$ cat src/hw/gsc_consts.vh
/*
 * Constants for the set/clear GPIO port: register addresses on the
 * serial register port, register width and reset values.
 * Assumes it is included by bare name from the design files under hw/.
 */
`ifndef GSC_CONSTS_VH
`define GSC_CONSTS_VH

// Register port geometry
`define GSC_ADDR_W 8
`define GSC_REG_W 8

// Direction register
`define GSC_ADDR_DIR_SET 8'h14
`define GSC_ADDR_DIR_CLR 8'h15

// Output value register
`define GSC_ADDR_OUT_SET 8'h16
`define GSC_ADDR_OUT_CLR 8'h17

// Pin input level, read only
`define GSC_ADDR_IN_LEVEL 8'h18

// Unused hole between input level and event latch
`define GSC_ADDR_GAP 8'h19

// Event latch
`define GSC_ADDR_LATCH_SET 8'h1a
`define GSC_ADDR_LATCH_CLR 8'h1b

// Falling-edge enable
`define GSC_ADDR_FALL_SET 8'h1c
`define GSC_ADDR_FALL_CLR 8'h1d

// Rising-edge enable
`define GSC_ADDR_RISE_SET 8'h1e
`define GSC_ADDR_RISE_CLR 8'h1f

// Reset values and the answer for unmapped reads
`define GSC_RESET_VALUE 8'h00
`define GSC_UNMAPPED_VALUE 8'h00
`define GSC_NO_EVENT 8'h00

// Clocks after reset release before edge events count
`define GSC_SETTLE_START 2'h0
`define GSC_SETTLE_COUNT 2'h3

`endif

$ cat src/hw/gsc_sync.v
/*
 * Two-flop level synchroniser, one lane per bit.
 * Assumes the inputs are asynchronous pins and clk_sys_in is the only clock.
 */
`timescale 1ns/1ns

module gsc_sync #(
    parameter WIDTH = 3
) (
    // Clock and reset
    input wire clk_sys_in,
    input wire rst_n_in,
    // Asynchronous levels and their synchronised copy
    input wire [WIDTH-1:0] async_in,
    output reg [WIDTH-1:0] sync_out
);

    reg [WIDTH-1:0] stage1;

    // Stage one feeds only stage two, to keep metastability contained
    always @(posedge clk_sys_in) begin
        if (!rst_n_in) begin
            stage1 <= {WIDTH{1'b0}};
            sync_out <= {WIDTH{1'b0}};
        end else begin
            stage1 <= async_in;
            sync_out <= stage1;
        end
    end

endmodule

$ cat src/hw/gsc_setclr_reg.v
/*
 * One register with separate set and clear write strobes plus a
 * hardware set input.
 * Assumes the set and clear strobes are decoded from distinct addresses,
 * so at most one of them is high in any cycle.
 */
`timescale 1ns/1ns
`include "gsc_consts.vh"

module gsc_setclr_reg #(
    parameter WIDTH = 8,
    parameter [WIDTH-1:0] RESET_VALUE = {WIDTH{1'b0}}
) (
    // Clock and reset
    input wire clk_sys_in,
    input wire rst_n_in,
    // Software write strobes and byte
    input wire set_wr_in,
    input wire clr_wr_in,
    input wire [WIDTH-1:0] wdata_in,
    // Hardware set, one bit per position
    input wire [WIDTH-1:0] hw_set_in,
    // Stored value
    output reg [WIDTH-1:0] value_out
);

    wire [WIDTH-1:0] set_mask;
    wire [WIDTH-1:0] clr_mask;
    wire [WIDTH-1:0] next_value;

    assign set_mask = set_wr_in ? wdata_in : {WIDTH{1'b0}};
    assign clr_mask = clr_wr_in ? wdata_in : {WIDTH{1'b0}};

    // Hardware set applied after the clear, so a same-cycle event survives
    assign next_value = (value_out & ~clr_mask) | set_mask | hw_set_in;

    always @(posedge clk_sys_in) begin
        if (!rst_n_in) begin
            value_out <= RESET_VALUE;
        end else begin
            value_out <= next_value;
        end
    end

endmodule

$ cat src/hw/gsc_port.v
/*
 * Three-pin general-purpose I/O port with set/clear register pairs,
 * an input level register, per-pin edge event latch and an event request.
 * Assumes a serial register interface elsewhere in the device turns bus
 * transactions into single-cycle read and write strobes on this port,
 * all on clk_sys_in, and that an outside pad ring resolves the pins
 * from gpio_level_out and gpio_drive_en_out.
 * Limitations: pin pulses shorter than about one clock can be missed,
 * and a pin driven as an output still raises events from its own level.
 * Edge events are held off for three clocks after reset release, so a
 * pin idling high gives no false edge; edges in that time are lost.
 */
// Behaviour
// - Writing the set address sets every bit written as one.
// - Writing the clear address clears every bit written as one.
// - Both addresses of a pair read the stored value, no side effect.
// - Output value register at 16h/17h drives pins configured as outputs.
// - Input register at 18h returns synchronised pin levels, pin 0 bit 0.
// - Event latch at 1Ah/1Bh marks pins with events; write one clears.
// - Falling-edge enable at 1Ch/1Dh permits events on one-to-zero.
// - Rising-edge enable at 1Eh/1Fh permits events on zero-to-one.
// - Bits 0 to 2 map to pins 0 to 2; bits 3 to 7 unassigned.
// - Direction register at 14h/15h: one means output, zero input.
`timescale 1ns/1ns
`include "gsc_consts.vh"

module gsc_port #(
    parameter NUM_PINS = 3
) (
    // Clock and reset
    input wire clk_sys_in,
    input wire rst_n_in,

    // Register port from the serial interface
    input wire [`GSC_ADDR_W-1:0] reg_addr_in,
    input wire reg_wr_in,
    input wire [`GSC_REG_W-1:0] reg_wdata_in,
    input wire reg_rd_in,
    output reg [`GSC_REG_W-1:0] reg_rdata_out,
    output reg reg_rvalid_out,
    output reg reg_unmapped_out,

    // General-purpose pins, split into three signals each
    input wire [NUM_PINS-1:0] gpio_pin_in,
    output wire [NUM_PINS-1:0] gpio_level_out,
    output wire [NUM_PINS-1:0] gpio_drive_en_out,

    // Event request toward the device interrupt output
    output reg gpio_event_req_out
);

    // Write strobes per register address
    wire dir_set_wr;
    wire dir_clr_wr;
    wire out_set_wr;
    wire out_clr_wr;
    wire latch_set_wr;
    wire latch_clr_wr;
    wire fall_set_wr;
    wire fall_clr_wr;
    wire rise_set_wr;
    wire rise_clr_wr;

    // Stored register values
    wire [`GSC_REG_W-1:0] dir_value;
    wire [`GSC_REG_W-1:0] out_value;
    wire [`GSC_REG_W-1:0] latch_value;
    wire [`GSC_REG_W-1:0] fall_enable;
    wire [`GSC_REG_W-1:0] rise_enable;

    // Pin sampling and edge detection
    wire [NUM_PINS-1:0] pin_sync;
    reg [NUM_PINS-1:0] pin_prev;
    reg [1:0] settle_cnt;
    wire [1:0] next_settle;
    wire edges_armed;
    wire [`GSC_REG_W-1:0] in_level;
    wire [`GSC_REG_W-1:0] pin_events;

    // Read path
    reg [`GSC_REG_W-1:0] next_rdata;
    wire next_unmapped;
    wire addr_mapped;

    // Write decode: each set/clear address is its own strobe
    assign dir_set_wr = reg_wr_in &&
        (reg_addr_in == `GSC_ADDR_DIR_SET);
    assign dir_clr_wr = reg_wr_in &&
        (reg_addr_in == `GSC_ADDR_DIR_CLR);
    assign out_set_wr = reg_wr_in &&
        (reg_addr_in == `GSC_ADDR_OUT_SET);
    assign out_clr_wr = reg_wr_in &&
        (reg_addr_in == `GSC_ADDR_OUT_CLR);
    assign latch_set_wr = reg_wr_in &&
        (reg_addr_in == `GSC_ADDR_LATCH_SET);
    assign latch_clr_wr = reg_wr_in &&
        (reg_addr_in == `GSC_ADDR_LATCH_CLR);
    assign fall_set_wr = reg_wr_in &&
        (reg_addr_in == `GSC_ADDR_FALL_SET);
    assign fall_clr_wr = reg_wr_in &&
        (reg_addr_in == `GSC_ADDR_FALL_CLR);
    assign rise_set_wr = reg_wr_in &&
        (reg_addr_in == `GSC_ADDR_RISE_SET);
    assign rise_clr_wr = reg_wr_in &&
        (reg_addr_in == `GSC_ADDR_RISE_CLR);

    // Direction register
    gsc_setclr_reg #(
        .WIDTH(`GSC_REG_W),
        .RESET_VALUE(`GSC_RESET_VALUE)
    ) u_dir_reg (
        .clk_sys_in(clk_sys_in),
        .rst_n_in(rst_n_in),
        .set_wr_in(dir_set_wr),
        .clr_wr_in(dir_clr_wr),
        .wdata_in(reg_wdata_in),
        .hw_set_in(`GSC_NO_EVENT),
        .value_out(dir_value)
    );

    // Output value register
    gsc_setclr_reg #(
        .WIDTH(`GSC_REG_W),
        .RESET_VALUE(`GSC_RESET_VALUE)
    ) u_out_reg (
        .clk_sys_in(clk_sys_in),
        .rst_n_in(rst_n_in),
        .set_wr_in(out_set_wr),
        .clr_wr_in(out_clr_wr),
        .wdata_in(reg_wdata_in),
        .hw_set_in(`GSC_NO_EVENT),
        .value_out(out_value)
    );

    // Event latch; pin events set bits and win over a same-cycle clear
    gsc_setclr_reg #(
        .WIDTH(`GSC_REG_W),
        .RESET_VALUE(`GSC_RESET_VALUE)
    ) u_latch_reg (
        .clk_sys_in(clk_sys_in),
        .rst_n_in(rst_n_in),
        .set_wr_in(latch_set_wr),
        .clr_wr_in(latch_clr_wr),
        .wdata_in(reg_wdata_in),
        .hw_set_in(pin_events),
        .value_out(latch_value)
    );

    // Falling-edge enable mask
    gsc_setclr_reg #(
        .WIDTH(`GSC_REG_W),
        .RESET_VALUE(`GSC_RESET_VALUE)
    ) u_fall_reg (
        .clk_sys_in(clk_sys_in),
        .rst_n_in(rst_n_in),
        .set_wr_in(fall_set_wr),
        .clr_wr_in(fall_clr_wr),
        .wdata_in(reg_wdata_in),
        .hw_set_in(`GSC_NO_EVENT),
        .value_out(fall_enable)
    );

    // Rising-edge enable mask
    gsc_setclr_reg #(
        .WIDTH(`GSC_REG_W),
        .RESET_VALUE(`GSC_RESET_VALUE)
    ) u_rise_reg (
        .clk_sys_in(clk_sys_in),
        .rst_n_in(rst_n_in),
        .set_wr_in(rise_set_wr),
        .clr_wr_in(rise_clr_wr),
        .wdata_in(reg_wdata_in),
        .hw_set_in(`GSC_NO_EVENT),
        .value_out(rise_enable)
    );

    // Pins are asynchronous to clk_sys_in
    gsc_sync #(
        .WIDTH(NUM_PINS)
    ) u_pin_sync (
        .clk_sys_in(clk_sys_in),
        .rst_n_in(rst_n_in),
        .async_in(gpio_pin_in),
        .sync_out(pin_sync)
    );

    // Previous synchronised level for edge comparison
    always @(posedge clk_sys_in) begin
        if (!rst_n_in) begin
            pin_prev <= {NUM_PINS{1'b0}};
        end else begin
            pin_prev <= pin_sync;
        end
    end

    // Held off until sync and prev both carry real pin levels; prev
    // starts at zero, so a pin idling high would look like a rise
    assign edges_armed = (settle_cnt == `GSC_SETTLE_COUNT);
    assign next_settle = edges_armed ? settle_cnt : settle_cnt + 2'h1;
    always @(posedge clk_sys_in) begin
        if (!rst_n_in) begin
            settle_cnt <= `GSC_SETTLE_START;
        end else begin
            settle_cnt <= next_settle;
        end
    end

    // Per-bit mapping: pins on the low bits, the rest carry no pin
    genvar i;
    generate
        for (i = 0; i < `GSC_REG_W; i = i + 1) begin : g_bit
            if (i < NUM_PINS) begin : g_pin
                wire rise_seen;
                wire fall_seen;
                // Level read back, pin i in bit i
                assign in_level[i] = pin_sync[i];
                // Edges against last cycle's synchronised level
                assign rise_seen = pin_sync[i] & ~pin_prev[i];
                assign fall_seen = ~pin_sync[i] & pin_prev[i];
                // One-cycle event per qualifying edge, once armed
                assign pin_events[i] = edges_armed &
                    ((rise_enable[i] & rise_seen) |
                    (fall_enable[i] & fall_seen));
                // Drive only while configured as an output
                assign gpio_level_out[i] = out_value[i];
                assign gpio_drive_en_out[i] = dir_value[i];
            end else begin : g_nopin
                // Unassigned bits see no pin and raise no event
                assign in_level[i] = 1'b0;
                assign pin_events[i] = 1'b0;
            end
        end
    endgenerate

    // Address map for reads
    assign addr_mapped =
        (reg_addr_in >= `GSC_ADDR_DIR_SET) &&
        (reg_addr_in <= `GSC_ADDR_RISE_CLR) &&
        (reg_addr_in != `GSC_ADDR_GAP);

    // Flag covers the hole at 19h and anything outside the map
    assign next_unmapped = (reg_rd_in | reg_wr_in) & ~addr_mapped;

    // Read mux: either address of a pair returns the same value
    always @* begin
        next_rdata = `GSC_UNMAPPED_VALUE;
        case (reg_addr_in)
            `GSC_ADDR_DIR_SET,
            `GSC_ADDR_DIR_CLR: begin
                next_rdata = dir_value;
            end
            `GSC_ADDR_OUT_SET,
            `GSC_ADDR_OUT_CLR: begin
                next_rdata = out_value;
            end
            `GSC_ADDR_IN_LEVEL: begin
                next_rdata = in_level;
            end
            `GSC_ADDR_LATCH_SET,
            `GSC_ADDR_LATCH_CLR: begin
                next_rdata = latch_value;
            end
            `GSC_ADDR_FALL_SET,
            `GSC_ADDR_FALL_CLR: begin
                next_rdata = fall_enable;
            end
            `GSC_ADDR_RISE_SET,
            `GSC_ADDR_RISE_CLR: begin
                next_rdata = rise_enable;
            end
            default: begin
                next_rdata = `GSC_UNMAPPED_VALUE;
            end
        endcase
    end

    // Read data registered; reads touch no stored bit
    always @(posedge clk_sys_in) begin
        if (!rst_n_in) begin
            reg_rdata_out <= `GSC_RESET_VALUE;
            reg_rvalid_out <= 1'b0;
            reg_unmapped_out <= 1'b0;
        end else begin
            reg_rvalid_out <= reg_rd_in;
            reg_unmapped_out <= next_unmapped;
            if (reg_rd_in) begin
                reg_rdata_out <= next_rdata;
            end
        end
    end

    // Request follows the latch; includes software-set spare bits
    always @(posedge clk_sys_in) begin
        if (!rst_n_in) begin
            gpio_event_req_out <= 1'b0;
        end else begin
            gpio_event_req_out <= |latch_value;
        end
    end

endmodule

$ cat config.mk
export PLATFORM = sky130hd
export DESIGN_NAME = gsc_port
export DESIGN_NICKNAME = d
export VERILOG_FILES = /design/src/hw/gsc_sync.v /design/src/hw/gsc_setclr_reg.v /design/src/hw/gsc_port.v
export VERILOG_INCLUDE_DIRS = /design/src /design/src/hw
export SDC_FILE = /design/constraint.sdc
export NUM_CORES = 1
export LEC_CHECK = 0
export BUFFER_PORTS_ARGS = -buffer_cell sky130_fd_sc_hd__clkbuf_2
export CAP_MARGIN = 20
export CORE_MARGIN = 4
export CORE_UTILIZATION = 55
export DETAILED_ROUTE_END_ITERATION = 10
export GPL_TIMING_DRIVEN = 0
export PLACE_DENSITY = 0.77
export SLEW_MARGIN = 10
export SYNTH_ARGS = -nofsm -noshare
export SYNTH_HDL_FRONTEND = slang
export SYNTH_SLANG_ARGS = --single-unit
$ cat constraint.sdc
create_clock -name clk_sys_in -period 5.13 [get_ports clk_sys_in]
set_clock_uncertainty 0.1 [all_clocks]
set_input_delay 1.026 -clock clk_sys_in [delete_from_list [all_inputs] [get_ports clk_sys_in]]
set_output_delay 1.026 -clock clk_sys_in [all_outputs]
set_load 0.005 [all_outputs]
Word-level counts from Yosys, hierarchy flattened

Index checks and enable logic that the tools add are counted.

Add/subtract/negate cells: 1
Order comparisons: 2
Equal/unequal tests: 13
Mux-type cells: 11
Bitwise gates (word level): 43
Reductions and logical operators: 18

Operator list:

| operator            | number |
|---|---|
| $eq 8x5->1 const B  | 11 |
| $mux 8              | 10 |
| $pmux 8 s6          | 1 |
| $and 8x8->8         | 5 |
| $not 8->8           | 5 |
| $or 8x8->8          | 5 |
| $and 1x1->1         | 16 |
| $logic_and 1x1->1   | 12 |
| $reduce_or 2->1     | 5 |
| $ge 8x5->1 const B  | 1 |
| $le 8x5->1 const B  | 1 |
| $ne 8x5->1 const B  | 1 |
| $or 8x3->8          | 1 |
| $reduce_or 8->1     | 1 |
| $not 1->1           | 7 |
| $or 1x1->1          | 4 |
| $add 2x1->2 const B | 1 |
| $eq 2x2->1 const B  | 1 |

Bits in registers: 62
Input port bits: 23
Output and inout bits: 17
Logic and storage cells: 101

Logic depth before layout (Yosys ltp)

Depth after elaboration: 7
Depth in mapped cells: 6
Mapped depth without buffers: 4

Cells and area by module

A second synthesis with hierarchy kept.

Cells, all modules: 303
Area total of the unflattened synthesis: 3000.4 sq um

Modules (own cells, without submodules):

| module         | times used | cells each | area each (sq um) | seq. area each (sq um) |
|---|---|---|---|---|
| gsc_setclr_reg | 5          | 34         | 356.6             | 160.2 |
| gsc_port       | 1          | 121        | 1059.8            | 320.3 |
| gsc_sync       | 1          | 12         | 157.7             | 120.1 |

Least setup slack after synthesis

Ideal clock, no wire load.

Path kind: input -> register
From: in reg_addr_in[7]
To: reg u_latch_reg.value_out[3]
Setup time: 0.117 ns
Arrival time: 2.565 ns
Data required time: 4.913 ns
Setup slack: 2.348 ns
Stages: 5
Path buffers: 1
Path through: or4b_1 > buf_2 > nor3_1 > nand2_1 > a32o_1

Word-level cells in the longest chain between the ends: 7
Elaborated cells between the ends (all ways): 10
Those cells by class: 2 x eq/ne; 2 x mux; 4 x bitwise; 2 x reduce/logical

Ends and longest elaborated chain:

| element                | line                | RTL |
|---|---|---|
| start: declaration     | gsc_port.v:35       | `` input wire [`GSC_ADDR_W-1:0] reg_addr_in, `` |
| $eq 8x5->1             | n/a                 |  |
| $logic_and 1x1->1      | gsc_port.v:96       | `assign latch_clr_wr = reg_wr_in &&` |
| $mux 8                 | gsc_setclr_reg.v:32 | `assign clr_mask = clr_wr_in ? wdata_in : {WIDTH{1'b0}};` |
| $not 8->8              | gsc_setclr_reg.v:35 | `assign next_value = (value_out & ~clr_mask) \| set_mask \| hw_set_in;` |
| $and 8x8->8            | gsc_setclr_reg.v:35 |  |
| $or 8x8->8 (*)         | gsc_setclr_reg.v:35 |  |
| $or 8x3->8 (*)         | gsc_setclr_reg.v:35 |  |
| end signal: assignment | gsc_setclr_reg.v:41 | `value_out <= next_value;` |
| end: declaration       | gsc_setclr_reg.v:24 | `output reg [WIDTH-1:0] value_out` |

Mark *: on every way between the ends. The rest lies on a longest branch, timed or not.
A chain may end at the register's enable or synchronous reset.

Final worst setup path

From: in reg_addr_in[7]
To: reg u_latch_reg.value_out[5]

The elaborated chain is that of the path after synthesis.

==> impl_metrics.csv <==
group,metric,value,unit
yosys,syn_area_per_cell,9.32,µm²
sta,drv_slew,0,
place,portBuffers,29,
worst_setup_path,required,5.25,ns
power_and_ir_drop,power_density,301,mW/mm²
yosys,syn_inst,296,
yosys,synth-seq-area-share,0.450,
floorplan,start_util,0.576,
global_routing,antenna_found_initial,0,
floorplan,placementRows,25,
detailed_routing,ant_nets,0,
global_routing,grt_pass1_vias,2327,
status,outcome,"completed",
power_and_ir_drop,ir_drop,0.000202,V
yosys,synth-edff-count,0,
power_and_ir_drop,sw_frac_of_total,0.235,
detailed_routing,wl_per_cell,17.5,µm
detailed_routing,drc_errors,0,
final_layout,antenna_cells,0,
floorplan,die_w,78.8,µm
worst_setup_path,r2r_cells,4,
power_and_ir_drop,power_frac_clock,0.411,
yosys,syn_nets,320,
sta,rsz0062_at_grt,"no",
place,gp_congestion,0.871,
worst_setup_path,crit_path_end_kind,"register",
yosys,syn_area,0.00276,mm²
sta,hold_viol,0,
floorplan,io_pins,40,
clock_tree,clock_path_buffers,2,
worst_setup_path,crit_type,"primary input to register",
sta,period_share,0.578,
global_routing,gr-usage-all-layers,0.243,
sta,worstMarginPinSlew,1.02,ns
final_layout,num-nets-final,360,
global_routing,grt_max_degree,11,
detailed_routing,vias,2508,
clock_tree,cts_setup_buffers,0,
floorplan,core-area,0.00479,mm²
clock_tree,numCtsBuffers,9,
clock_tree,root_buffer,"clkbuf_8",
power_and_ir_drop,switching_power,0.224,mW
yosys,synth_cell_types,43,
detailed_routing,drtIter0Drc,258,
clock_tree,post_cts_resized,0,
final_layout,utilization,0.662,
worst_setup_path,crit_arrival,3.09,ns
sta,setup_viol,0,
global_routing,overflow,0,
hold_path,holdCritPathClass,"register to register",
floorplan,die-area,0.00621,mm²
clock_tree,cts.sinks,62,
worst_setup_path,crit_end,"u_latch_reg.value_out[5]$_SDFF_PN0_",
power_and_ir_drop,power,0.953,mW
final_layout,final_layout_size_suffix_gt1_frac,0.158,
global_routing,grt_pass1_wl,11800,µm
sta,fmax,0.337,GHz
place,detailed_place_hpwl,5100,µm
power_and_ir_drop,power_frac_seq,0.519,
sta,tns,0,ns
job,cap_violations,0,
clock_tree,path_clk_slew,0.07,ns
worst_setup_path,setup.worst_path.start_class,"primary input",
clock_tree,clock_latency,0.33,ns
clock_tree,holdBufCountCts,0,
worst_setup_path,cp_max_fo,10,
yosys,async_flop_share,0,
yosys,yosys_most_used_dff,"dfxtp_1",
power_and_ir_drop,p_leak,1.10,nW
sta,fin_crit,2.96,ns
detailed_routing,wirelength,7130,µm
yosys,ys_ff_latch,62,
sta,slew_headroom,0.315,
clock_tree,cts_tree,"built",
worst_setup_path,r2r_setup_slack,3.82,ns
final_layout,area_growth,14.8,%
power_and_ir_drop,internal_power,0.729,mW
power_and_ir_drop,share_comb_of_total_power,0.070,
clock_tree,htree_levels,3,
worst_setup_path,cp-startpoint,"reg_addr_in[7]",
floorplan,chipHeight,78.8,µm
worst_setup_path,r2r_end,"reg_rdata_out[2]$_SDFFE_PN0P_",
worst_setup_path,reg2reg_from,"u_rise_reg.value_out[2]$_SDFF_PN0_",
detailed_routing,viasPerCell,6.15,
yosys,yosys_warnings,0,
detailed_routing,first_pass_iters,5,
-- registers in the layout, indices dropped and copies added, names as in the netlist --
name	count
gpio_event_req_out	1
pin_prev	3
reg_rdata_out	8
reg_rvalid_out	1
reg_unmapped_out	1
settle_cnt	2
u_dir_reg.value_out	8
u_fall_reg.value_out	8
u_latch_reg.value_out	8
u_out_reg.value_out	8
u_pin_sync.stage1	3
u_pin_sync.sync_out	3
u_rise_reg.value_out	8
-- layer usage --
| metal | vias to the layer above | part of all wire | global-route usage |
|---|---|---|---|
| li1 | 1187 | - | - |
| met1 | 1197 | 0.46 | 0.347 |
| met2 | 112 | 0.43 | 0.354 |
| met3 | 12 | 0.092 | 0.0476 |
| met4 | 0 | 0.018 | 0.108 |
| met5 | - | 0 | 0 |
-- how the worst min path moves through the flow --
| stage | slack [ns] | cells after the start | start | end |
|---|---|---|---|---|
| after global placement | 0.31 | 1 | u_pin_sync.stage1[2]$_SDFF_PN0_ | u_pin_sync.sync_out[2]$_SDFF_PN0_ |
| after detailed placement | 0.32 | 1 | u_pin_sync.stage1[2]$_SDFF_PN0_ | u_pin_sync.sync_out[2]$_SDFF_PN0_ |
| after CTS | 0.34 | 1 | u_pin_sync.stage1[2]$_SDFF_PN0_ | u_pin_sync.sync_out[2]$_SDFF_PN0_ |
| after global routing | 0.36 | 1 | u_pin_sync.stage1[2]$_SDFF_PN0_ | u_pin_sync.sync_out[2]$_SDFF_PN0_ |
| after floorplan | 0.31 | 1 | u_pin_sync.stage1[0]$_SDFF_PN0_ | u_pin_sync.sync_out[0]$_SDFF_PN0_ |
| final | 0.33 | 1 | u_pin_sync.stage1[2]$_SDFF_PN0_ | u_pin_sync.sync_out[2]$_SDFF_PN0_ |
-- synth_stat cells (2+ instances only) --
| master | n | area, µm² |
|---|---|---|
| a32o_1 | 37 | 370 |
| o22a_1 | 4 | 35.0 |
| dfxtp_1 | 62 | 1240 |
| nor4_1 | 3 | 18.8 |
| clkbuf_1 | 14 | 52.6 |
| a31oi_1 | 6 | 37.5 |
| nor2b_1 | 4 | 25.0 |
| nand4_1 | 5 | 31.3 |
| a21oi_1 | 3 | 15.0 |
| mux2i_1 | 13 | 130 |
| nand3b_1 | 5 | 37.5 |
| o21a_1 | 2 | 15.0 |
| buf_4 | 6 | 45.0 |
| nor2_1 | 9 | 33.8 |
| nand4b_1 | 2 | 17.5 |
| nand3_1 | 4 | 20.0 |
| or4b_1 | 2 | 20.0 |
| nand2_1 | 56 | 210 |
| nor3_1 | 6 | 30.0 |
| o211ai_1 | 4 | 30.0 |
| o21ai_0 | 7 | 35.0 |
| a21bo_2 | 3 | 30.0 |
| and2_1 | 11 | 68.8 |
| buf_1 | 6 | 22.5 |
| nand2b_1 | 4 | 25.0 |
-- layout make-up --
type | count | area [µm²]
fillers | 412 | 1620
repair buffers | 29 | 145
flip-flops and latches | 62 | 1240
clock buffers | 16 | 180
inverters | 2 | 7.51
well taps | 67 | 83.8
multi-input cells | 205 | 1390
plain buffers | 27 | 125
-- cell families after synthesis --
family | Yosys count | share of synthesized area
AOI/OAI and AO/OA | 74 | 0.229
xor gates and xnor gates | 1 | 0.00318
adders and majority gates | 1 | 0.00453
buffers and inverters | 29 | 0.0481
DFF | 62 | 0.450
muxes | 14 | 0.0553
and+or+nand+nor | 115 | 0.210
-- worst max-delay path: stages --
cell,delay (ns)
clkbuf_2,0.09
or4b_1,0.51
buf_2,0.20
nor3_1,0.84
nand2_1,0.13
a32o_1,0.28
-- power by group through the flow --
stage	sequential (mW)	combinational (mW)	clock (mW)
detailed placement	0.505	0.0655	0
global placement	0.505	0.0635	0
finish	0.495	0.0670	0.391
global route	0.495	0.0735	0.419
floorplan	0.504	0.0430	0
CTS	0.495	0.0660	0.396
-- cells in the final DEF, fill, tap and decap left out, types with 2 or more instances in the layout --
master     n
nand2b_1   4
nand4b_1   2
nand3b_1   5
nand4_1    5
nor2b_1    4
a21bo_2    3
nor4_1     3
a32o_1    37
a31oi_1    6
clkbuf_2  29
buf_4      6
dfxtp_1   62
nor2_1     9
and2_1    11
clkbuf_8  12
a21oi_1    3
o211ai_1   4
o21a_1     2
buf_1      6
o21ai_0    7
clkbuf_1  18
nand3_1    4
mux2i_1   13
nand2_1   56
o22a_1     4
nor3_1     6
or4b_1     2
-- stage by stage --
stage	setup WS [ns]	instance area, µm²	cells	hold slack, ns
final	2.17	3170	408	0.335
after global routing	1.96	3170	408	0.357
after CTS	2.18	3170	408	0.336
after detailed placement	1.85	2990	392	0.321
after global placement	1.91	2990	392	0.313
after floorplan	2.35	2760	296	0.312
(Power assumes the default switching activity.)
